<file path="src/pbo_pkg.sv">
// Shared constants and carriers for the port B override and port A bank.
// Assumes a Wishbone classic master with 32-bit data and byte addresses.
package pbo_pkg;

    // ********************************
    // Register map (word indexes)
    // ********************************
    localparam logic [5:0] PBO_IDX_PORT_A_INPUT_LEVELS = 6'h19;
    localparam logic [5:0] PBO_IDX_PORT_A_DIRECTION = 6'h1a;
    localparam logic [5:0] PBO_IDX_PORT_A_OUTPUT_LATCH = 6'h1b;
    localparam logic [5:0] PBO_IDX_MCU_CONTROL = 6'h1c;

    // ********************************
    // Control register fields
    // ********************************
    localparam int PBO_BIT_PULLUP_GLOBAL_DISABLE = 6;
    localparam int PBO_BIT_SLEEP_ENABLE = 5;
    localparam int PBO_BIT_SLEEP_SEL_HI = 4;
    localparam int PBO_BIT_SLEEP_SEL_LO = 3;
    localparam int PBO_BIT_RSV_HI = 7;
    localparam int PBO_BIT_RSV_LO = 2;
    localparam logic [7:0] PBO_MCU_WRITE_MASK = 8'h78;

    // ********************************
    // Reset values
    // ********************************
    localparam logic [7:0] PBO_RST_PORT_A_DIRECTION = 8'h00;
    localparam logic [7:0] PBO_RST_PORT_A_OUTPUT_LATCH = 8'h00;
    localparam logic [7:0] PBO_RST_MCU_CONTROL = 8'h00;

    // ********************************
    // Carriers
    // ********************************
    // Override set for one pin
    typedef struct packed {
        logic pullup_override_en;
        logic pullup_override_val;
        logic dir_override_en;
        logic dir_override_val;
        logic out_override_en;
        logic out_override_val;
        logic input_en_override_en;
        logic input_en_override_val;
    } pbo_ovr_s;

    // Static chip configuration straps, fuses read as programmed = 0
    typedef struct packed {
        logic sysclk_out_fuse;
        logic reset_pin_disable;
        logic debug_enable_fuse;
        logic lock_bits_unprogrammed;
        logic crystal_selected;
        logic selected_a;
    } pbo_cfg_s;

    // Alternate function requests for port B
    typedef struct packed {
        logic [3:0] pin_change_src_en;
        logic pin_change_group1_enable;
        logic ext_irq_zero_en;
        logic timer0_match_a_en;
        logic timer0_match_a_out;
        logic debug_tx;
        logic power_down_state;
    } pbo_alt_s;

endpackage

</file>
<file path="src/pbo_port_mux.sv">
// Port B override logic and the port A register bank behind Wishbone.
// Assumes port B latch and direction bits arrive from their own registers.
//
// What this block does
// PB1 is I/O unless crystal uses it
// PB1 feeds pin change source nine
// PB2 carries compare A when direction output
// Clock out fuse drives clock on PB2
// PB2 feeds pin change ten and irq0
// PB3 feeds pin change source eleven
// Reset role: pull-up on, driver, input off
// Reset disable high when fuse reads zero
// Debug mode makes PB3 open-drain with pull-up
// Debug: pull-up one, out zero, dir=tx
// Clock out forces PB2 output, pull-up off
// PB2 input kept on for irq0/pin change
// Crystal takes PB0 and PB1, values zero
// External clock takes PB0 only
// Global pull-up disable kills every pull-up
// Control bits 7 and 2 read zero
// Override value wins when enable is high
// Port A latch/direction full byte, reset zero
//
// Our own choice: register access over Wishbone.
`timescale 1ns/1ps

module pbo_port_mux #(
    parameter int ADDR_W = 8
) (
    input wire logic clock_i,
    input wire logic rst_n_i,
    input wire logic cyc_i,
    input wire logic stb_i,
    input wire logic we_i,
    input wire logic [ADDR_W-1:0] adr_i,
    input wire logic [3:0] sel_i,
    input wire logic [31:0] dat_i,
    output logic [31:0] dat_o,
    output logic ack_o,
    input wire pbo_pkg::pbo_cfg_s cfg_i,
    input wire pbo_pkg::pbo_alt_s alt_i,
    input wire logic [3:0] pb_latch_i,
    input wire logic [3:0] pb_dir_i,
    input wire logic [3:0] pb_pin_i,
    output logic [3:0] pb_out_o,
    output logic [3:0] pb_oe_n_o,
    output logic [3:0] pb_pullup_o,
    output logic [3:0] pb_in_en_o,
    output logic [3:0] pb_in_o,
    output logic ext_reset_n_o,
    output logic debug_rx_o,
    input wire logic [7:0] pa_pin_i,
    output logic [7:0] pa_out_o,
    output logic [7:0] pa_oe_n_o,
    output logic [7:0] pa_pullup_o,
    output logic sleep_enable_o,
    output logic [1:0] sleep_mode_o
);

    // ********************************
    // Reset release
    // ********************************
    logic rst_meta_q;
    logic rst_n;

    // Two-stage release of the asynchronous reset
    always_ff @(posedge clock_i or negedge rst_n_i) begin
        if (!rst_n_i) begin
            rst_meta_q <= 1'b0;
            rst_n <= 1'b0;
        end else begin
            rst_meta_q <= 1'b1;
            rst_n <= rst_meta_q;
        end
    end

    // ********************************
    // Helpers
    // ********************************
    // Pick override or register value for one attribute
    function automatic logic pick(input logic en, input logic ov,
                                  input logic reg_val);
        pick = en ? ov : reg_val;
    endfunction

    // ********************************
    // Register bank
    // ********************************
    logic [7:0] pa_dir_q;
    logic [7:0] pa_dir_d;
    logic [7:0] pa_latch_q;
    logic [7:0] pa_latch_d;
    logic [7:0] mcu_q;
    logic [7:0] mcu_d;
    logic ack_q;
    logic ack_d;
    logic [31:0] rdat_q;
    logic [31:0] rdat_d;
    logic [5:0] word_idx;
    logic req;
    logic wr_now;
    logic pullup_global_disable;

    assign word_idx = adr_i[7:2];
    assign req = cyc_i & stb_i;
    assign wr_now = req & we_i & ack_q & sel_i[0];
    assign pullup_global_disable = mcu_q[pbo_pkg::PBO_BIT_PULLUP_GLOBAL_DISABLE];

    // Next values of the bank, ack and read data
    always_comb begin
        pa_dir_d = pa_dir_q;
        pa_latch_d = pa_latch_q;
        mcu_d = mcu_q;
        ack_d = req & ~ack_q;
        rdat_d = rdat_q;
        if (wr_now) begin
            if (word_idx == pbo_pkg::PBO_IDX_PORT_A_DIRECTION) begin
                pa_dir_d = dat_i[7:0];
            end else if (word_idx == pbo_pkg::PBO_IDX_PORT_A_OUTPUT_LATCH)
            begin
                pa_latch_d = dat_i[7:0];
            end else if (word_idx == pbo_pkg::PBO_IDX_PORT_A_INPUT_LEVELS)
            begin
                pa_latch_d = pa_latch_q ^ dat_i[7:0];
            end else if (word_idx == pbo_pkg::PBO_IDX_MCU_CONTROL) begin
                mcu_d = dat_i[7:0] & pbo_pkg::PBO_MCU_WRITE_MASK;
            end
        end
        if (ack_d && !we_i) begin
            if (word_idx == pbo_pkg::PBO_IDX_PORT_A_INPUT_LEVELS) begin
                rdat_d = {24'h00_0000, pa_pin_i};
            end else if (word_idx == pbo_pkg::PBO_IDX_PORT_A_DIRECTION) begin
                rdat_d = {24'h00_0000, pa_dir_q};
            end else if (word_idx == pbo_pkg::PBO_IDX_PORT_A_OUTPUT_LATCH)
            begin
                rdat_d = {24'h00_0000, pa_latch_q};
            end else if (word_idx == pbo_pkg::PBO_IDX_MCU_CONTROL) begin
                rdat_d = {24'h00_0000,
                          mcu_q & pbo_pkg::PBO_MCU_WRITE_MASK};
            end else begin
                rdat_d = 32'h0000_0000;
            end
        end else if (ack_d) begin
            rdat_d = 32'h0000_0000;
        end
    end

    // Register the bank
    always_ff @(posedge clock_i or negedge rst_n) begin
        if (!rst_n) begin
            pa_dir_q <= pbo_pkg::PBO_RST_PORT_A_DIRECTION;
            pa_latch_q <= pbo_pkg::PBO_RST_PORT_A_OUTPUT_LATCH;
            mcu_q <= pbo_pkg::PBO_RST_MCU_CONTROL;
            ack_q <= 1'b0;
            rdat_q <= 32'h0000_0000;
        end else begin
            pa_dir_q <= pa_dir_d;
            pa_latch_q <= pa_latch_d;
            mcu_q <= mcu_d;
            ack_q <= ack_d;
            rdat_q <= rdat_d;
        end
    end

    assign ack_o = ack_q;
    assign dat_o = rdat_q;
    assign sleep_enable_o = mcu_q[pbo_pkg::PBO_BIT_SLEEP_ENABLE];
    assign sleep_mode_o = {mcu_q[pbo_pkg::PBO_BIT_SLEEP_SEL_HI],
                           mcu_q[pbo_pkg::PBO_BIT_SLEEP_SEL_LO]};

    // ********************************
    // Port A pins
    // ********************************
    // Port A drivers and pull-ups straight from the bank
    assign pa_out_o = pa_latch_q;
    assign pa_oe_n_o = ~pa_dir_q;
    assign pa_pullup_o = ~pa_dir_q & pa_latch_q & {8{~pullup_global_disable}};

    // ********************************
    // Port B override terms
    // ********************************
    logic ck_out;
    logic reset_pin_disable;
    logic debug_line_active;
    logic reset_role;
    logic osc;
    logic ext_clk;
    logic [3:0] pc_on;
    pbo_pkg::pbo_ovr_s ovr [4];

    assign ck_out = ~cfg_i.sysclk_out_fuse;
    assign reset_pin_disable = ~cfg_i.reset_pin_disable;
    assign debug_line_active = ~cfg_i.debug_enable_fuse
                             & cfg_i.lock_bits_unprogrammed;
    assign reset_role = ~reset_pin_disable;
    assign osc = cfg_i.crystal_selected;
    assign ext_clk = cfg_i.selected_a;
    assign pc_on = alt_i.pin_change_src_en
                 & {4{alt_i.pin_change_group1_enable}};

    // Per-pin override sets
    always_comb begin
        // Pin zero: oscillator input or external clock input
        ovr[0].pullup_override_en = ext_clk | osc;
        ovr[0].pullup_override_val = 1'b0;
        ovr[0].dir_override_en = ext_clk | osc;
        ovr[0].dir_override_val = 1'b0;
        ovr[0].out_override_en = ext_clk | osc;
        ovr[0].out_override_val = 1'b0;
        ovr[0].input_en_override_en = ext_clk | osc | pc_on[0];
        ovr[0].input_en_override_val = (ext_clk & alt_i.power_down_state)
                                     | (~ext_clk & ~osc & pc_on[0]);
        // Pin one: oscillator output only with a crystal
        ovr[1].pullup_override_en = osc;
        ovr[1].pullup_override_val = 1'b0;
        ovr[1].dir_override_en = osc;
        ovr[1].dir_override_val = 1'b0;
        ovr[1].out_override_en = osc;
        ovr[1].out_override_val = 1'b0;
        ovr[1].input_en_override_en = osc | pc_on[1];
        ovr[1].input_en_override_val = ~osc & pc_on[1];
        // Pin two: clock out, compare A, irq0, pin change ten
        ovr[2].pullup_override_en = ck_out;
        ovr[2].pullup_override_val = 1'b0;
        ovr[2].dir_override_en = ck_out;
        ovr[2].dir_override_val = 1'b1;
        ovr[2].out_override_en = ck_out | alt_i.timer0_match_a_en;
        ovr[2].out_override_val = ck_out ? clock_i
                                : alt_i.timer0_match_a_out;
        ovr[2].input_en_override_en = pc_on[2]
                                    | alt_i.ext_irq_zero_en;
        ovr[2].input_en_override_val = pc_on[2]
                                     | alt_i.ext_irq_zero_en;
        // Pin three: reset input, debug line, pin change eleven
        ovr[3].pullup_override_en = reset_role | debug_line_active;
        ovr[3].pullup_override_val = 1'b1;
        ovr[3].dir_override_en = reset_role | debug_line_active;
        ovr[3].dir_override_val = debug_line_active
                                & alt_i.debug_tx;
        ovr[3].out_override_en = reset_role | debug_line_active;
        ovr[3].out_override_val = 1'b0;
        ovr[3].input_en_override_en = reset_role | debug_line_active
                                    | pc_on[3];
        ovr[3].input_en_override_val = debug_line_active
                                     | (~reset_role & pc_on[3]);
    end

    // ********************************
    // Port B pin drive
    // ********************************
    logic [3:0] pb_dir;
    logic [3:0] pb_pu_reg;

    assign pb_pu_reg = ~pb_dir_i & pb_latch_i & {4{~pullup_global_disable}};

    // Apply overrides to every pin attribute
    always_comb begin
        for (int i = 0; i < 4; i++) begin
            pb_dir[i] = pick(ovr[i].dir_override_en,
                             ovr[i].dir_override_val, pb_dir_i[i]);
            pb_out_o[i] = pick(ovr[i].out_override_en,
                               ovr[i].out_override_val, pb_latch_i[i]);
            pb_pullup_o[i] = pick(ovr[i].pullup_override_en,
                                  ovr[i].pullup_override_val & ~pullup_global_disable,
                                  pb_pu_reg[i]);
            pb_in_en_o[i] = pick(ovr[i].input_en_override_en,
                                 ovr[i].input_en_override_val, 1'b1);
        end
    end

    assign pb_oe_n_o = ~pb_dir;
    assign pb_in_o = pb_pin_i & pb_in_en_o;
    assign ext_reset_n_o = reset_role & ~debug_line_active
                         ? pb_pin_i[3] : 1'b1;
    assign debug_rx_o = debug_line_active ? pb_pin_i[3] : 1'b1;
endmodule

</file>
<file path="config.mk">
export PLATFORM = sky130hd
export DESIGN_NAME = pbo_port_mux
export DESIGN_NICKNAME = d
export VERILOG_FILES = /design/src/pbo_pkg.sv /design/src/pbo_port_mux.sv
export SDC_FILE = /design/constraint.sdc
export NUM_CORES = 1
export LEC_CHECK = 0
export BUFFER_PORTS_ARGS = -buffer_cell sky130_fd_sc_hd__buf_2
export CAP_MARGIN = 20
export CORE_UTILIZATION = 35
export DETAILED_ROUTE_END_ITERATION = 8
export GPL_TIMING_DRIVEN = 0
export PLACE_DENSITY = 0.79
export SYNTH_ARGS = -nofsm -noshare
export SYNTH_HDL_FRONTEND = slang
export SYNTH_SLANG_ARGS = --single-unit
</file>
<file path="constraint.sdc">
create_clock -name clock_i -period 0.9 [get_ports clock_i]
set_input_delay 0.045 -clock clock_i [delete_from_list [all_inputs] [get_ports clock_i]]
set_output_delay 0.045 -clock clock_i [all_outputs]
set_load 0.01 [all_outputs]
</file>
Yosys cells after proc, flatten, opt, wreduce, memory -nomap -nowiden
Cells that the tools add are included.
- output and inout port bits: 82
- register bits after elaboration: 55
- bitwise gates (word level): 42
- reduce and logical (&&, ||, !) cells: 7
- equality and inequality tests: 4
- muxes and demuxes: 26
- operator list (kind ; number):
    2-to-1 mux 32 bit ; 2
    2-to-1 mux 8 bit ; 5
    equality test 6 x 5 -> 1 bit (second input constant) ; 4
    2-to-1 mux 1 bit ; 18
    bitwise AND 4 bit ; 4
    bitwise AND 8 bit ; 2
    bitwise AND 1 bit ; 13
    NOT 1 bit ; 11
    NOT 4 bit ; 2
    NOT 8 bit ; 1
    bitwise OR 1 bit ; 8
    bitwise XOR 8 bit ; 1
    2-to-1 mux 7 bit ; 1
    AND reduction 5 bit ; 1
    nonzero test 2 bit ; 2
    AND reduction 3 bit ; 1
    AND reduction 2 bit ; 1
    logical AND 1 bit ; 1
    logical NOT 1 bit ; 1

Logic depth before layout (Yosys ltp)
- depth after elaboration: 6
- gate-level depth with buffers: 7
- depth with buffers taken out: 4

==> results.ini <==
[outcome]
status=complete, but fails checks
violations=negative hold slack, negative setup slack

[global_routing]
grt_start_max_net_pins=30
busiest_layer=met2
met1_usage=0.221
antenna_found_initial=0
grt_util_met2=0.317
overflow=0
grt_pass1_wl_um=8790
grt_usage=0.191
grt_pass1_vias=1967
grt.met3_usage=0.0535

[timing]
setup-violations-final=69
fmax_mhz=662
period_needed_ns=1.51
setup_slack_ns=-0.611
fin_crit_sh=1.68
slew_viol_final=0
whs_ns=-0.00881
rsz0062_at_grt=yes
fin_setup_tns_ns=-21.01
skew_ns=0.00400
hold_viol=1

[die]
start_util=0.367
core_um2=5540
rows=27
dieWidth_um=78.3
io_pins=167
die_area_um2=6130
die_h_um=78.3

[worst_setup_path]
worstPathRequired_ns=1.17
start_kind=flop
cp-end-kind=flop
critPathMaxFanout=8
arrival_ns=1.78
critPathKind=flop to flop

[logic_synthesis]
seq_area_frac_synth=0.381
ys_seq_elements=31
syn_area_per_cell_um2=9.30
synthDistinctLibCells=30
async_flop_share=1.00
synth_ff_type=dfrtp_1
yosysWarnings=0
synth_edf_count=0
netlist_area_um2=2040
syn_inst=219

[worst_hold_path]
hold_path.class=primary input to flop

[power]
peakVddDrop_mv=0.758
power_density_nw_per_um2=999
leakage_nw=1.90

[layout]
final_cells=476
regArea_um2=785
area_growth_pct=78.4
final_common_cell=buf_2
fin_nets=488
num-fill-cells=442
antennaDiodeCount=0
drive_above_1_share=0.587
multiInputGateArea_um2=1250
final_cell_mix=99 x buf_2, 49 x buf_4, 26 x conb_1, 26 x dfrtp_1
utilization=0.656

[detailed_routing]
drcViolationCount=0
postRouteWirelength_um=6110
dr.first_iter.drc_count=96
via_per_inst=4.56
firstDrtPassIters=4
vias=2170
routedWlPerCell_um=12.8
ant_nets=0

[clock_tree]
hold_buffers=18
insertion_delay_ns=0.39
clkTransAtPathRegs_ns=0.06
cts_tree=yes

[placement]
io_buffers=103
dp_hpwl_um=4060
dpl.cell_count=418
gp_congestion=0.846
pre_cts_ws_ns=-0.629

[job]
cap_violations=0

==> worst max-delay path: stages (launching register included) <==
cell and delay, ns:
dfrtp_1 0.38, and4_4 0.16, and3b_2 0.20, buf_4 0.14, nand3_4 0.16, mux2_2 0.35
==> metal layers <==
layer / vias to the layer above / part of all wire
li1: 1066 / -
met1: 977 / 0.41
met2: 118 / 0.50
met3: 9 / 0.071
met4: 0 / 0.017
met5: - / 0
==> what timing repair did <==
action / CTS / global route
gates cloned: 1 / 1
gates resized for setup: 27 / 23
hold endpoints to repair: 30 / 1
setup endpoints to repair: 70 / 70
buffers inserted: 17 / 11
pin swaps: 6 / 7
==> synthesized netlist by cell type (2+ instances only) <==
| library cell | number | area share |
|---|---|---|
| dfrtp_1 | 31 | 0.38 |
| buf_4 | 29 | 0.11 |
| a21oi_1 | 27 | 0.066 |
| nand2_1 | 18 | 0.033 |
| inv_1 | 14 | 0.026 |
| mux2i_1 | 13 | 0.064 |
| mux2_2 | 12 | 0.066 |
| nor3b_1 | 11 | 0.041 |
| nand3b_1 | 10 | 0.037 |
| nand2b_1 | 7 | 0.022 |
| o21ai_0 | 7 | 0.017 |
| and2_1 | 5 | 0.015 |
| nor2_1 | 4 | 0.0074 |
| nor2b_1 | 4 | 0.012 |
| o221ai_1 | 4 | 0.017 |
| clkbuf_1 | 3 | 0.0055 |
| and3b_1 | 2 | 0.0086 |
| and4_1 | 2 | 0.0086 |
| and4bb_2 | 2 | 0.012 |
| buf_2 | 2 | 0.0049 |
| buf_6 | 2 | 0.011 |
| conb_1 | 2 | 0.0037 |
==> registers in the layout, summed over array words and instances, names as in the netlist <==
name,cells
rst_n,1
pa_dir_q,8
dat_o,8
mcu_q,4
rst_meta_q,1
pa_out_o,8
ack_o,1
==> cell families after synthesis <==
kind of cell    synth area share
compound gates             0.107
other cells              0.00369
mux                        0.130
buf+inv                    0.154
simple gates               0.224
flops                      0.381
==> through the flow <==
step                power [mW]  area [um^2]
finish                    3.63         3630
global route              3.78         3630
CTS                       3.63         3430
detailed placement        2.08         2860
global placement          2.07         2860
floorplan                 1.83         2250
==> where the power goes <==
group / internal, mW / switching, mW / total (mW)
registers: 1.41 / 0.0379 / 1.45
logic: 0.368 / 0.317 / 0.685
clock network: 0.917 / 0.575 / 1.49
total: 2.70 / 0.930 / 3.63
==> final cells by class <==
cell class | count | share of cell area
multi-input cells | 162 | 0.344
repair buffers | 150 | 0.279
flip-flops and latches | 31 | 0.216
plain buffers | 36 | 0.0847
clock buffers | 11 | 0.0365
well taps | 72 | 0.0248
inverters | 14 | 0.0145
==> path summary, 6_finish.rpt <==
kind | to | slack (ns) | startpoint | cells past startpoint
max in group asynchronous | rst_n$_DFF_PN0_ | 0.25 | rst_n_i | 3
max reg2reg | pa_dir_q[3]$_DFFE_PN0P_ | -0.61 | ack_o$_DFF_PN0_ | 5
min | dat_o[4]$_DFFE_PN0P_ | -0.009 | we_i | 4
max | pa_dir_q[3]$_DFFE_PN0P_ | -0.61 | ack_o$_DFF_PN0_ | 5
min in group asynchronous | pa_dir_q[2]$_DFFE_PN0P_ | 0.26 | rst_n$_DFF_PN0_ | 0
min reg2reg | pa_dir_q[2]$_DFFE_PN0P_ | 0.26 | rst_n$_DFF_PN0_ | 0
No activity file was read; power rests on OpenSTA's default activity.
